`config.mk`:
```
export PLATFORM = sky130hd
export DESIGN_NAME = rfcfg_regs
export DESIGN_NICKNAME = d
export VERILOG_FILES = /design/src/rfcfg_pkg.sv /design/src/rfcfg_cal_if.sv /design/src/rfcfg_regs.sv /design/src/rfcfg_cal_seq.sv
export SDC_FILE = /design/constraint.sdc
export NUM_CORES = 1
export LEC_CHECK = 0
export BUFFER_PORTS_ARGS = -buffer_cell sky130_fd_sc_hd__buf_2
export CORE_MARGIN = 2
export CORE_UTILIZATION = 54
export DETAILED_ROUTE_END_ITERATION = 10
export GPL_TIMING_DRIVEN = 0
export PLACE_DENSITY = 0.86
export SYNTH_ARGS = -nofsm -noshare
export SYNTH_HDL_FRONTEND = slang
export SYNTH_HIERARCHICAL = 1
export SYNTH_SLANG_ARGS = --single-unit
```
`constraint.sdc`:
```
create_clock -name clk -period 4.8 [get_ports clk]
set_input_delay 0.96 -clock clk [delete_from_list [all_inputs] [get_ports clk]]
set_output_delay 0.96 -clock clk [all_outputs]
set_load 0.01 [all_outputs]
```
`src/rfcfg_pkg.sv`:
```
// ****************************************************************
// rf frontend configuration constants
// ****************************************************************
package rfcfg_pkg;

  // ****************************************************************
  // register addresses
  // ****************************************************************
  localparam logic [7:0] ADDR_CAL_REF     = 8'h26; // calibration reference
  localparam logic [7:0] ADDR_TX_POWER    = 8'h27; // tx_power_config
  localparam logic [7:0] ADDR_DISTURB     = 8'h28; // disturbance_control
  localparam logic [7:0] ADDR_ANTENNA     = 8'h29; // antenna_control

  // ****************************************************************
  // reset values and writable masks
  // ****************************************************************
  localparam logic [31:0] RST_TX_POWER    = 32'h0000_0000;
  localparam logic [31:0] RST_DISTURB     = 32'h0000_0000;
  localparam logic [31:0] RST_ANTENNA     = 32'h0000_0000;
  localparam logic [31:0] MASK_TX_POWER   = 32'h000f_ffff; // bits 19:0
  localparam logic [31:0] MASK_DISTURB    = 32'h0000_03ff; // bits 9:0
  localparam logic [31:0] MASK_ANTENNA    = 32'h0000_00ff; // bits 7:0

  // ****************************************************************
  // calibration reference fields
  // ****************************************************************
  localparam int CAL_GEAR_LSB  = 10;            // gear at 13:10
  localparam int CAL_GEAR_W    = 4;
  localparam int CAL_VALUE_LSB = 0;             // gain reference at 9:0
  localparam int CAL_VALUE_W   = 10;

  // ****************************************************************
  // tx_power_config fields
  // ****************************************************************
  localparam int TXP_CARD_CW_LSB    = 16;
  localparam int TXP_CARD_MOD_LSB   = 12;
  localparam int TXP_READER_MOD_LSB = 8;
  localparam int TXP_READER_CW_LSB  = 4;
  localparam int TXP_GAIN_W         = 4;
  localparam int TXP_FORCE_MAX_BIT  = 3;
  localparam int TXP_AMPL_LSB       = 1;
  localparam int TXP_AMPL_W         = 2;
  localparam int TXP_REF_SUPPLY_BIT = 0;

  // ****************************************************************
  // disturbance_control fields
  // ****************************************************************
  localparam int DC_TIMER_LSB       = 8;
  localparam int DC_TIMER_W         = 2;
  localparam int DC_THRESH_LSB      = 2;
  localparam int DC_THRESH_W        = 4;
  localparam int DC_ABOVE_NO_DIST   = 1;
  localparam int DC_ENABLE_BIT      = 0;
  localparam logic [7:0] NOISE_MIN_BYTES = 8'h04; // fixed noise floor
  localparam int RX_COUNT_W         = 8;

  // ****************************************************************
  // antenna_control fields
  // ****************************************************************
  localparam int AC_INVERT_BIT      = 7;
  localparam int AC_AUTO_BIT        = 6;
  localparam int AC_RESET_BIT       = 5;
  localparam int AC_READER_SRC_BIT  = 4;
  localparam int AC_SHORT_LSB       = 2;
  localparam int AC_MOD_LSB         = 0;

  // output select codes for short/mod outputs
  typedef enum logic [1:0] {
    SEL_LOW      = 2'b00,  // constant low
    SEL_HIGH     = 2'b01,  // constant high
    SEL_ENV      = 2'b10,  // envelope, idle high
    SEL_ENV_INV  = 2'b11   // inverted envelope, idle low
  } rfcfg_sel_t;

endpackage

```
`src/rfcfg_cal_if.sv`:
```
`timescale 1ns/1ps
// ****************************************************************
// register file <-> calibration sequencer
// ****************************************************************
interface rfcfg_cal_if;
  logic       rd_req;     // host read of calibration reference
  logic       wr_req;     // host write of calibration reference
  logic [3:0] wr_gear;    // gear carried by the write
  logic [3:0] gear;       // stored gear
  logic [9:0] value;      // stored gain reference
  logic       busy;       // calibration running
  logic       rd_done;    // read answer ready, one cycle

  modport regs (output rd_req, output wr_req, output wr_gear,
                input gear, input value, input busy, input rd_done);
  modport seq  (input rd_req, input wr_req, input wr_gear,
                output gear, output value, output busy, output rd_done);
endinterface

```
`src/rfcfg_regs.sv`:
```
`timescale 1ns/1ps
module rfcfg_regs (
  // clock and reset
  input  wire logic        clk,
  input  wire logic        rst,
  // register access
  input  wire logic        reg_wr,         // write strobe
  input  wire logic        reg_rd,         // read strobe
  input  wire logic [7:0]  reg_addr,       // register address
  input  wire logic [31:0] reg_wdata,      // write data
  output logic [31:0]      reg_rdata,      // read data
  output logic             reg_rvalid,     // read data valid pulse
  output logic             reg_busy,       // access refused while high
  // calibration engine
  input  wire logic [3:0]  dpc_gear,       // live gear from power control
  output logic             cal_start,
  output logic [3:0]       cal_gear,
  input  wire logic        cal_done,
  input  wire logic [9:0]  cal_value,
  // transmitter settings
  output logic [3:0]       card_cw_gain_step,
  output logic [3:0]       card_mod_gain_step,
  output logic [3:0]       reader_mod_gain_step,
  output logic [3:0]       reader_cw_gain_step,
  output logic             force_max_output,
  output logic [1:0]       carrier_amplitude,
  output logic             carrier_ref_to_supply,
  // disturbance filter
  output logic [2:0]       comm_timer_onehot, // zero for reserved code
  input  wire logic        rx_end,            // reception finished pulse
  input  wire logic        rx_error,          // reception had an error
  input  wire logic [7:0]  rx_byte_count,     // bytes without CRC
  output logic             rx_report,         // error reported to host
  output logic             rx_discard,        // error dropped as noise
  // antenna control
  input  wire logic        card_mode,         // low means reader mode
  input  wire logic        active_mod,        // active load modulation
  input  wire logic        tx_active,
  input  wire logic        transmit_envelope,
  output logic             ant_short,
  output logic             ant_mod
);

  // ****************************************************************
  // register storage
  // ****************************************************************
  logic [31:0] txp_reg,   txp_next;    // tx_power_config
  logic [31:0] dc_reg,    dc_next;     // disturbance_control
  logic [31:0] ac_reg,    ac_next;     // antenna_control
  logic [31:0] rdata_reg, rdata_next;
  logic        rv_reg,    rv_next;
  logic        cal_rd_pend;            // calibration read held until its answer is given
  logic        pend_reg,  pend_next;

  rfcfg_cal_if cif ();

  // calibration writes, and reads before any write, start a sequencer run; the host is expected to
  // read first and write back the gain value it got
  assign cif.rd_req  = reg_rd && !reg_busy && (reg_addr == rfcfg_pkg::ADDR_CAL_REF);
  assign cif.wr_req  = reg_wr && !reg_busy && (reg_addr == rfcfg_pkg::ADDR_CAL_REF);
  assign cif.wr_gear = reg_wdata[rfcfg_pkg::CAL_GEAR_LSB +: rfcfg_pkg::CAL_GEAR_W];

  rfcfg_cal_seq u_seq (
    .clk       (clk),
    .rst       (rst),
    .cif       (cif.seq),
    .auto_gear (dpc_gear),
    .cal_start (cal_start),
    .cal_gear  (cal_gear),
    .cal_done  (cal_done),
    .cal_value (cal_value)
  );

  // busy covers both a running calibration and a pending answer
  assign cal_rd_pend = pend_reg;
  assign reg_busy    = cif.busy || cal_rd_pend;

  // ****************************************************************
  // register writes and read answers
  // ****************************************************************
  always_comb begin
    txp_next   = txp_reg;
    dc_next    = dc_reg;
    ac_next    = ac_reg;
    rdata_next = rdata_reg;
    rv_next    = 1'b0;
    pend_next  = pend_reg;
    if (reg_wr && !reg_busy) begin
      // masks keep reserved bits at zero
      unique case (reg_addr)
        rfcfg_pkg::ADDR_TX_POWER: txp_next = reg_wdata & rfcfg_pkg::MASK_TX_POWER;
        rfcfg_pkg::ADDR_DISTURB:  dc_next  = reg_wdata & rfcfg_pkg::MASK_DISTURB;
        rfcfg_pkg::ADDR_ANTENNA:  ac_next  = reg_wdata & rfcfg_pkg::MASK_ANTENNA;
        default: ;                // other addresses ignored
      endcase
    end
    if (reg_rd && !reg_busy) begin
      unique case (reg_addr)
        // answered by sequencer; a write in the same cycle wins, so no answer is owed
        rfcfg_pkg::ADDR_CAL_REF: pend_next  = !reg_wr;
        rfcfg_pkg::ADDR_TX_POWER: begin
          rdata_next = txp_reg;
          rv_next    = 1'b1;
        end
        rfcfg_pkg::ADDR_DISTURB: begin
          rdata_next = dc_reg;
          rv_next    = 1'b1;
        end
        rfcfg_pkg::ADDR_ANTENNA: begin
          rdata_next = ac_reg;
          rv_next    = 1'b1;
        end
        default: begin
          rdata_next = 32'h0000_0000;  // unmapped reads zero
          rv_next    = 1'b1;
        end
      endcase
    end
    if (cif.rd_done) begin
      // gear and gain reference returned together
      rdata_next = {18'h00000, cif.gear, cif.value};
      rv_next    = 1'b1;
      pend_next  = 1'b0;
    end
  end

  always_ff @(posedge clk or posedge rst) begin
    if (rst) begin
      txp_reg   <= rfcfg_pkg::RST_TX_POWER;
      dc_reg    <= rfcfg_pkg::RST_DISTURB;
      ac_reg    <= rfcfg_pkg::RST_ANTENNA;
      rdata_reg <= 32'h0000_0000;
      rv_reg    <= 1'b0;
      pend_reg  <= 1'b0;
    end else begin
      txp_reg   <= txp_next;
      dc_reg    <= dc_next;
      ac_reg    <= ac_next;
      rdata_reg <= rdata_next;
      rv_reg    <= rv_next;
      pend_reg  <= pend_next;
    end
  end

  assign reg_rdata  = rdata_reg;
  assign reg_rvalid = rv_reg;

  // ****************************************************************
  // transmitter settings, straight from the register
  // ****************************************************************
  assign card_cw_gain_step     = txp_reg[rfcfg_pkg::TXP_CARD_CW_LSB +: 4];
  assign card_mod_gain_step    = txp_reg[rfcfg_pkg::TXP_CARD_MOD_LSB +: 4];
  assign reader_mod_gain_step  = txp_reg[rfcfg_pkg::TXP_READER_MOD_LSB +: 4];
  assign reader_cw_gain_step   = txp_reg[rfcfg_pkg::TXP_READER_CW_LSB +: 4];
  assign force_max_output      = txp_reg[rfcfg_pkg::TXP_FORCE_MAX_BIT];
  assign carrier_amplitude     = txp_reg[rfcfg_pkg::TXP_AMPL_LSB +: 2];
  assign carrier_ref_to_supply = txp_reg[rfcfg_pkg::TXP_REF_SUPPLY_BIT];

  // ****************************************************************
  // disturbance filter
  // ****************************************************************
  logic [1:0] timer_sel;
  logic [7:0] noise_thr;
  logic       dist_on, above_no_dist, is_noise;
  logic       rep_reg, rep_next, dis_reg, dis_next;

  assign timer_sel     = dc_reg[rfcfg_pkg::DC_TIMER_LSB +: 2];
  assign noise_thr     = {4'h0, dc_reg[rfcfg_pkg::DC_THRESH_LSB +: 4]};
  assign dist_on       = dc_reg[rfcfg_pkg::DC_ENABLE_BIT];
  assign above_no_dist = dc_reg[rfcfg_pkg::DC_ABOVE_NO_DIST];

  // one-hot timer choice; reserved code 11 selects none
  always_comb begin
    comm_timer_onehot = 3'h0;
    if (timer_sel != 2'b11) begin
      comm_timer_onehot[timer_sel] = 1'b1;
    end
  end

  // byte count arrives without CRC bytes, compared to threshold
  // threshold rules when bit1 is set; else the fixed floor of four
  always_comb begin
    if (above_no_dist) begin
      is_noise = (rx_byte_count < noise_thr);
    end else begin
      is_noise = (rx_byte_count < rfcfg_pkg::NOISE_MIN_BYTES);
    end
    rep_next = rx_end && rx_error && !(dist_on && is_noise);
    dis_next = rx_end && rx_error && dist_on && is_noise;
  end

  always_ff @(posedge clk or posedge rst) begin
    if (rst) begin
      rep_reg <= 1'b0;
      dis_reg <= 1'b0;
    end else begin
      rep_reg <= rep_next;
      dis_reg <= dis_next;
    end
  end

  assign rx_report  = rep_reg;
  assign rx_discard = dis_reg;

  // ****************************************************************
  // antenna short and modulation outputs
  // ****************************************************************
  logic short_next, mod_next, short_reg, mod_reg;
  logic short_pas, mod_pas;

  // map a select code onto the envelope
  function automatic logic sel_out(input logic [1:0] code, input logic env);
    unique case (code)
      rfcfg_pkg::SEL_LOW:  sel_out = 1'b0;
      rfcfg_pkg::SEL_HIGH: sel_out = 1'b1;
      rfcfg_pkg::SEL_ENV:  sel_out = env;
      default:             sel_out = ~env;
    endcase
  endfunction

  always_comb begin
    short_pas = sel_out(ac_reg[rfcfg_pkg::AC_SHORT_LSB +: 2], transmit_envelope);
    mod_pas   = sel_out(ac_reg[rfcfg_pkg::AC_MOD_LSB +: 2], transmit_envelope);
    if (!card_mode) begin
      // reader mode: logic drives short low, bit4 picks mod source
      short_next = 1'b0;
      mod_next   = ac_reg[rfcfg_pkg::AC_READER_SRC_BIT] ? tx_active
                                                        : transmit_envelope;
    end else if (active_mod && ac_reg[rfcfg_pkg::AC_AUTO_BIT]) begin
      if (ac_reg[rfcfg_pkg::AC_RESET_BIT]) begin
        short_next = 1'b0;                 // back to receive setting
        mod_next   = 1'b0;
      end else begin
        short_next = tx_active;            // hardware switching
        mod_next   = transmit_envelope;
      end
    end else begin
      // passive settings, also reused by active mode without auto
      // inversion is ignored whenever auto switching is enabled
      short_next = short_pas ^ (ac_reg[rfcfg_pkg::AC_INVERT_BIT]
                                && !ac_reg[rfcfg_pkg::AC_AUTO_BIT] && tx_active);
      mod_next   = mod_pas;
    end
  end

  always_ff @(posedge clk or posedge rst) begin
    if (rst) begin
      short_reg <= 1'b0;
      mod_reg   <= 1'b0;
    end else begin
      short_reg <= short_next;
      mod_reg   <= mod_next;
    end
  end

  assign ant_short = short_reg;
  assign ant_mod   = mod_reg;

endmodule // rfcfg_regs

```
`src/rfcfg_cal_seq.sv`:
```
`timescale 1ns/1ps
// ****************************************************************
// calibration sequencer for the reference register
// ****************************************************************
module rfcfg_cal_seq (
  // clock and reset
  input  wire logic   clk,
  input  wire logic   rst,
  // register file side
  rfcfg_cal_if.seq    cif,
  // calibration engine
  input  wire logic [3:0] auto_gear,   // gear from power control and detuning
  output logic            cal_start,   // one-cycle start pulse
  output logic [3:0]      cal_gear,    // gear used by the run
  input  wire logic       cal_done,    // engine finished
  input  wire logic [9:0] cal_value    // derived gain reference
);

  typedef enum logic [1:0] {
    ST_IDLE   = 2'b00,  // waiting for host access
    ST_CAL_WR = 2'b01,  // running after a write
    ST_CAL_RD = 2'b10   // running for a read answer
  } rfcfg_st_t;

  rfcfg_st_t  st_reg,      st_next;
  logic [3:0] gear_reg,    gear_next;
  logic [9:0] value_reg,   value_next;
  logic       written_reg, written_next;  // a write has been seen
  logic       start_reg,   start_next;
  logic       done_reg,    done_next;

  // ****************************************************************
  // next state
  // ****************************************************************
  always_comb begin
    st_next      = st_reg;
    gear_next    = gear_reg;
    value_next   = value_reg;
    written_next = written_reg;
    start_next   = 1'b0;
    done_next    = 1'b0;
    unique case (st_reg)
      ST_IDLE: begin
        if (cif.wr_req) begin
          // written gear taken as given, detuning ignored
          gear_next    = cif.wr_gear;
          written_next = 1'b1;
          start_next   = 1'b1;
          st_next      = ST_CAL_WR;
        end else if (cif.rd_req && !written_reg) begin
          // read without prior write calibrates on the live gear
          gear_next  = auto_gear;
          start_next = 1'b1;
          st_next    = ST_CAL_RD;
        end else if (cif.rd_req) begin
          done_next = 1'b1;  // stored values answer at once
        end
      end
      ST_CAL_WR: begin
        if (cal_done) begin
          value_next = cal_value;  // reference used by detection
          st_next    = ST_IDLE;
        end
      end
      ST_CAL_RD: begin
        if (cal_done) begin
          value_next = cal_value;  // gear and value both returned
          done_next  = 1'b1;
          st_next    = ST_IDLE;
        end
      end
      default: st_next = ST_IDLE;  // code 11 is illegal
    endcase
  end

  // ****************************************************************
  // state registers
  // ****************************************************************
  always_ff @(posedge clk or posedge rst) begin
    if (rst) begin
      st_reg      <= ST_IDLE;
      gear_reg    <= 4'h0;
      value_reg   <= 10'h000;
      written_reg <= 1'b0;
      start_reg   <= 1'b0;
      done_reg    <= 1'b0;
    end else begin
      st_reg      <= st_next;
      gear_reg    <= gear_next;
      value_reg   <= value_next;
      written_reg <= written_next;
      start_reg   <= start_next;
      done_reg    <= done_next;
    end
  end

  assign cal_start   = start_reg;
  assign cal_gear    = gear_reg;
  assign cif.gear    = gear_reg;
  assign cif.value   = value_reg;
  assign cif.busy    = (st_reg != ST_IDLE);
  assign cif.rd_done = done_reg;

endmodule // rfcfg_cal_seq

```
Yosys cells after proc, flatten, opt, wreduce, memory -nomap -nowiden
Index checks and enable logic that the tools add are counted.
{ "word_totals": {"input_bits": 73, "output_inout_bits": 66, "register_bits": 95} }
{ "classes": {"magnitude_cmp": 4, "n_eq_ne": 14, "bitwise": 2, "reduce_logical": 37, "muxes": 36} }
{ "op_table": {"columns": ["cell", "n"], "rows": [
  ["32-bit case mux with 4 select lines", 1],
  ["32-bit two-way mux", 2],
  ["8-bit by 6-bit == test with 1-bit output, second input constant", 4],
  ["1-bit two-way mux", 22],
  ["2-bit AND reduction", 9],
  ["1-bit logical AND", 14],
  ["8-bit by 3-bit < comparator with 1-bit output, second input constant", 1],
  ["8-bit by 4-bit < comparator with 1-bit output", 1],
  ["4-bit two-way mux", 2],
  ["2-bit nonzero test", 4],
  ["2-bit by 1-bit == test with 1-bit output, second input constant", 3],
  ["2-bit == test, second input constant", 3],
  ["2-bit logical NOT", 3],
  ["2-bit two-way mux", 3],
  ["1-bit case mux with 3 select lines", 2],
  ["1-bit logical NOT", 5],
  ["2-bit by 1-bit inequality test with 1-bit output, second input constant", 2],
  ["2-bit case mux with 2 select lines", 1],
  ["2-bit by 3-bit < comparator with 1-bit output, second input constant", 1],
  ["3-bit two-way mux", 1],
  ["3-bit by 2-bit inequality test with 1-bit output, second input constant", 1],
  ["1-bit demux with 2-bit select", 1],
  ["2-bit by 1-bit >= comparator with 1-bit output, second input constant", 1],
  ["2-bit inequality test, second input constant", 1],
  ["other kinds (5)", 5]
]} }

Logic depth before layout (Yosys ltp)
{ "logic_depth": {"depth_word": 9, "depth_mapped": 9, "ltp_nobuf": 9} }

Modules after synthesis
Netlist, hierarchy kept.
{ "by_module_without_submodules": {"columns": ["mod", "cells_per_inst", "seq_area_each_um2", "instances", "area_each_um2"], "rows": [
  ["rfcfg_regs", 247, 1601.5, 1, 3144.3],
  ["rfcfg_cal_seq", 61, 475.5, 1, 877.1]
]} }

Worst setup path before layout
No wires, ideal clock.
{ "synth_timing": {"path_kind": "input to register", "from": "in reg_addr[4]", "to": "reg u_seq.gear_reg[0], in the netlist u_seq/cal_gear[0]", "cell_stages": 6, "path_buffers": 1, "setup_slack_ns": 2.209, "t_arrival_ns": 2.466, "setup_time_ns": 0.125, "cell_sequence": "nor4b_4 -> and3_2 -> and4_1 -> buf_6 -> mux2_4 -> mux2_4"} }
{ "synth_lines": {"columns": ["item", "line", "rtl"], "rows": [
  ["from (decl)", "rfcfg_regs.sv:9", "input wire logic [7:0] reg_addr,"],
  ["8-bit by 6-bit == test with 1-bit output (*)", "rfcfg_regs.sv:60", "assign cif.wr_req = reg_wr && !reg_busy && (reg_addr == rfcfg_pkg::ADDR_CAL_REF);"],
  ["1-bit logical AND (*)", "rfcfg_regs.sv:60", null],
  ["named net cif.wr_req", "rfcfg_cal_if.sv:7", "logic wr_req;"],
  ["2-bit nonzero test (no line)", null, null],
  ["2-bit AND reduction (no line)", null, null],
  ["to (signal assigned)", "rfcfg_cal_seq.sv:89", "gear_reg <= gear_next;"],
  ["to (decl)", "rfcfg_cal_seq.sv:26", "logic [3:0] gear_reg, gear_next;"]
]} }
Mark *: on every way through the listed nets, which the timed path passes. The rest lies on a longest branch.
A chain may end at the register's enable or synchronous reset.

Worst setup path after layout
{ "layout_timing": {"from": "reg u_seq.st_reg[0]", "to": "out reg_busy"} }
{ "layout_via": {"elab_chain_len": 2} }
{ "layout_lines": {"columns": ["item", "line", "rtl"], "rows": [
  ["from (decl)", "rfcfg_cal_seq.sv:25", "rfcfg_st_t st_reg, st_next;"],
  ["from (signal assigned)", "rfcfg_cal_seq.sv:88", "st_reg <= st_next;"],
  ["2-bit nonzero test", "rfcfg_cal_seq.sv:101", "assign cif.busy = (st_reg != ST_IDLE);"],
  ["named net cif.busy", "rfcfg_cal_if.sv:11", "logic busy;"],
  ["1-bit logical OR", "rfcfg_regs.sv:76", "assign reg_busy = cif.busy || cal_rd_pend;"],
  ["to (decl)", "rfcfg_regs.sv:13", "output logic reg_busy,"]
]} }
The timed path passes the listed nets, and every way through them passes these cells.

==> impl_metrics.prom <==
# TYPE chip_impl_metric gauge
chip_impl_info{name="status",value="finished clean"} 1
chip_impl_metric{name="placed_cells_incl_taps",unit=""} 532
chip_impl_info{name="crit_path_start_kind",value="register"} 1
chip_impl_metric{name="vias",unit=""} 2954
chip_impl_metric{name="finish.instance_area",unit="um2"} 4970
chip_impl_info{name="synth_area_leaders",value="sky130_fd_sc_hd__dfrtp_1, sky130_fd_sc_hd__mux2_1, sky130_fd_sc_hd__mux2_2"} 1
chip_impl_metric{name="floorplan.initialDensity",unit="%"} 55.7
chip_impl_metric{name="core",unit="um2"} 7210
chip_impl_metric{name="cp_data_required_time",unit="ns"} 3.84
chip_impl_info{name="end_kind",value="primary output"} 1
chip_impl_metric{name="antenna_violations_before_repair",unit=""} 0
chip_impl_metric{name="vdd.ir_drop.worst",unit="mV"} 0.265
chip_impl_metric{name="yosys.cell_types.count",unit=""} 52
chip_impl_metric{name="drive_above_1_share",unit="%"} 42.6
chip_impl_metric{name="drt-initial-drc-count",unit=""} 126
chip_impl_metric{name="detail_route.wirelength",unit="um"} 8960
chip_impl_metric{name="syn_to_final_growth",unit="%"} 23.7
chip_impl_metric{name="synth_xor_area_share",unit="%"} 0.436
chip_impl_metric{name="count_of_flip_flops_with_a_built_in_enable_after_synthesis",unit=""} 0
chip_impl_metric{name="clk_transition_reported_paths",unit="ns"} 0.09
chip_impl_metric{name="max-slew-margin-rel",unit="%"} 51.1
chip_impl_metric{name="gpl.final_weighted_congestion",unit=""} 0.816
chip_impl_metric{name="r2r.worst_path.cells",unit=""} 9
chip_impl_metric{name="final-hold-violation-count",unit=""} 0
chip_impl_metric{name="hold_ws",unit="ns"} 0.477
chip_impl_metric{name="final_max_slew_viol_count",unit=""} 0
chip_impl_metric{name="synth_area_per_cell",unit="um2"} 13.1
chip_impl_info{name="worst_path_max_delay_cell",value="sky130_fd_sc_hd__dfrtp_1"} 1
chip_impl_metric{name="post_synth_fa_ha_maj_area_fraction",unit="%"} 1.56
chip_impl_metric{name="final_nets",unit=""} 522
chip_impl_metric{name="setup_tns",unit="ns"} 0
chip_impl_info{name="min_delay_worst_endpoint",value="reg_rdata[12]"} 1
chip_impl_metric{name="netlist_area",unit="um2"} 4020
chip_impl_metric{name="post_synth_mux_area_share",unit="%"} 18.5
chip_impl_info{name="cts.root.buffer_cell",value="sky130_fd_sc_hd__clkbuf_8"} 1
chip_impl_metric{name="numClockSinks",unit=""} 83
chip_impl_metric{name="gr-total-overflow",unit=""} 0
chip_impl_metric{name="yosysWarnings",unit=""} 6
chip_impl_metric{name="clock_tree.buffer_depth",unit=""} 2
chip_impl_metric{name="reg2reg_setup_slack",unit="ns"} 2.18
chip_impl_metric{name="drt_first_pass_iters",unit=""} 4
chip_impl_metric{name="postSynthCellCount",unit=""} 308
chip_impl_metric{name="timing.final.crit_period",unit="ns"} 2.79
chip_impl_metric{name="first_global_vias",unit=""} 2989
chip_impl_metric{name="fp.dieArea",unit="um2"} 8150
chip_impl_metric{name="ant_nets",unit=""} 0
chip_impl_info{name="final_common_cell",value="sky130_fd_sc_hd__buf_2"} 1
chip_impl_info{name="path_common_cell",value="sky130_fd_sc_hd__inv_1"} 1
chip_impl_metric{name="postCtsSetupRepairBufs",unit=""} 0
chip_impl_metric{name="cp_max_fo",unit=""} 5
chip_impl_info{name="worstReg2RegEnd",value="u_seq/cal_gear[2]"} 1
chip_impl_metric{name="antennaDiodeCount",unit=""} 0
chip_impl_metric{name="grt_util_all_layers",unit="%"} 22.8
chip_impl_metric{name="total_power",unit="mW"} 1.30
chip_impl_metric{name="power.leakage",unit="nW"} 2.69
chip_impl_metric{name="count_of_input_and_output_buffers",unit=""} 113
chip_impl_metric{name="drt-wirelength-per-cell",unit="um"} 16.4
chip_impl_info{name="startpoint_of_the_tightest_hold_check_path",value="reg_rdata[12]"} 1
chip_impl_metric{name="placedInstanceArea",unit="um2"} 4770
chip_impl_metric{name="core.rowCount",unit=""} 31
chip_impl_info{name="commonest_cells_after_routing_fill_and_taps_aside",value="sky130_fd_sc_hd__buf_2, sky130_fd_sc_hd__dfrtp_1, sky130_fd_sc_hd__mux2_1, sky130_fd_sc_hd__buf_4, sky130_fd_sc_hd__mux2_2"} 1
chip_impl_info{name="worst_r2r_startpoint",value="u_seq/st_reg[0]"} 1
chip_impl_metric{name="clkLatencyLatePin",unit="ns"} 0.35
chip_impl_metric{name="worst_margin_pin_slew",unit="ns"} 0.733
chip_impl_metric{name="global_route_wire_length_before_repair",unit="um"} 14800
chip_impl_metric{name="share_of_synthesized_cell_area_in_and_or_nand_and_nor_gates",unit="%"} 9.52
chip_impl_metric{name="cp_max_stage_delay",unit="ns"} 0.40
chip_impl_info{name="combinational_family_with_the_most_area_after_synthesis",value="multiplexers"} 1
chip_impl_metric{name="hold-path-cell-count",unit=""} 1
chip_impl_metric{name="cts.hold.buffers_added",unit=""} 0
chip_impl_info{name="critPathLaunch",value="u_seq/st_reg[0]"} 1
chip_impl_metric{name="data_arrival_time_of_the_worst_path",unit="ns"} 1.83
chip_impl_info{name="cts_tree",value="built"} 1
chip_impl_metric{name="asyncSetResetFlopFracSynth",unit="%"} 100
chip_impl_metric{name="synthesized_area_fraction_occupied_by_ao_oa_aoi_and_oai_cells",unit="%"} 12.3
chip_impl_metric{name="post_synthesis_sequential_area_ratio",unit="%"} 51.6
chip_impl_metric{name="p_per_area",unit="nW/um2"} 261
chip_impl_metric{name="finalNonFillerCells",unit=""} 547
chip_impl_metric{name="finClkSkew",unit="ns"} 0.0112
chip_impl_metric{name="die_height",unit="um"} 90.3
chip_impl_info{name="crit_path_cell_trace",value="inv_1 -> ha_1 -> inv_1 -> nor2_1 -> inv_1 -> buf_2"} 1
chip_impl_metric{name="detail_route.drc_violations",unit=""} 0
chip_impl_metric{name="ys_seq_elements",unit=""} 83
chip_impl_metric{name="number_of_buffers_inserted_during_clock_tree_synthesis",unit=""} 9
chip_impl_metric{name="share_of_the_synthesized_area_in_the_top_cell_type",unit="%"} 51.6
chip_impl_metric{name="timing.final.crit_share",unit="%"} 58.2
chip_impl_info{name="rsz0062_at_grt",value="no"} 1
chip_impl_metric{name="fmax",unit="MHz"} 358
chip_impl_info{name="critPathKind",value="reg2out"} 1
chip_impl_metric{name="maxCapViolCount",unit=""} 0
chip_impl_metric{name="number_of_h_tree_levels",unit=""} 3
chip_impl_info{name="yosys_most_used_dff",value="sky130_fd_sc_hd__dfrtp_1"} 1
chip_impl_info{name="synth_largest_area_cell",value="sky130_fd_sc_hd__dfrtp_1"} 1
chip_impl_metric{name="detail_route.vias_per_cell",unit=""} 5.40
chip_impl_info{name="hold_class",value="reg2reg"} 1
chip_impl_metric{name="post_cts_resize_count",unit=""} 0
chip_impl_metric{name="boundaryPins",unit=""} 139
chip_impl_metric{name="setup-violations-final",unit=""} 0
chip_impl_metric{name="largest_net_degree_at_the_start_of_global_routing",unit=""} 34
chip_impl_metric{name="dieWidth",unit="um"} 90.3
chip_impl_metric{name="place_hpwl",unit="um"} 6850
-- logic make-up (layout without fill, tap and decap cells) --
kind of cell             after synthesis  in the layout
multiplexers                          64             64
buffers and inverters                 38            167
XOR/XNOR                               2              2
adder cells (fa/ha/maj)                5              5
flip-flops                            83             83
AND/OR/NAND/NOR                       53             53
AO/OA/AOI/OAI                         62             62
other                                  1             12
-- critical path: cells and delay by family (launching register included) --
family	cells	cell delay (ns)
flops	1	0.40
simple gates	1	0.36
fa+ha+maj	1	0.26
buf+inv	4	0.46
-- how the worst max path moves through the flow --
stage,cells after the start,endpoint
CTS,6,reg_busy
finish,6,reg_busy
floorplan,6,u_seq/cal_gear[0]
global placement,2,txp_reg[4]
detailed placement,7,u_seq/cal_gear[0]
global route,6,reg_busy
-- per-stage QoR --
step | util, % | worst slack (ns)
final | 68.9 | 2.01
after global routing | 68.9 | 1.87
after CTS | 68.9 | 2.02
after detailed placement | 66.1 | 1.92
after global placement | 65.9 | 1.50
after floorplan | - | 2.21
-- per-layer routing --
metal / global-route usage (%) / vias up / share of wire, %
li1: - / 1386 / -
met3: 5.18 / 4 / 4.7
met1: 29.3 / 1477 / 44
met4: 8.46 / 0 / 0.60
met5: 0 / - / 0
met2: 38.1 / 87 / 50
-- cell type report --
class / count / area [um2]
Buffer: 27 / 198
Clock buffer: 11 / 151
Clock inverter: 4 / 50.0
Fill cell: 531 / 2240
Inverter: 11 / 41.3
Multi-Input combinational cell: 198 / 1750
Sequential cell: 83 / 2080
Tap cell: 99 / 124
Timing Repair Buffer: 114 / 586
-- synth_stat cells (2+ instances only) --
library cell                n
sky130_fd_sc_hd__a211oi_1   3
sky130_fd_sc_hd__a21o_1     5
sky130_fd_sc_hd__a21oi_1   10
sky130_fd_sc_hd__a221o_1    4
sky130_fd_sc_hd__a22o_1    10
sky130_fd_sc_hd__a22oi_1   10
sky130_fd_sc_hd__a311o_1    6
sky130_fd_sc_hd__and3_1     3
sky130_fd_sc_hd__buf_2      5
sky130_fd_sc_hd__buf_4     18
sky130_fd_sc_hd__buf_6      3
sky130_fd_sc_hd__dfrtp_1   83
sky130_fd_sc_hd__ha_1       5
sky130_fd_sc_hd__inv_1     10
sky130_fd_sc_hd__mux2_1    37
sky130_fd_sc_hd__mux2_2    13
sky130_fd_sc_hd__mux2_4     8
sky130_fd_sc_hd__mux2i_1    6
sky130_fd_sc_hd__nand2_1   10
sky130_fd_sc_hd__nand2_2    3
sky130_fd_sc_hd__nand2b_1   3
sky130_fd_sc_hd__nand3b_1   2
sky130_fd_sc_hd__nor2_1     8
sky130_fd_sc_hd__nor2b_1    4
sky130_fd_sc_hd__nor3_1     6
sky130_fd_sc_hd__nor4b_4    3
sky130_fd_sc_hd__o211ai_1   2
sky130_fd_sc_hd__o21ai_0    4
-- report_power, final --
group	leakage, nW	internal (mW)	switching [mW]
logic	1.46	0.0393	0.0474
clock network	0.0974	0.265	0.242
registers	1.14	0.702	0.00179
total	2.69	1.01	0.291
No activity file was read; power rests on OpenSTA's default activity.
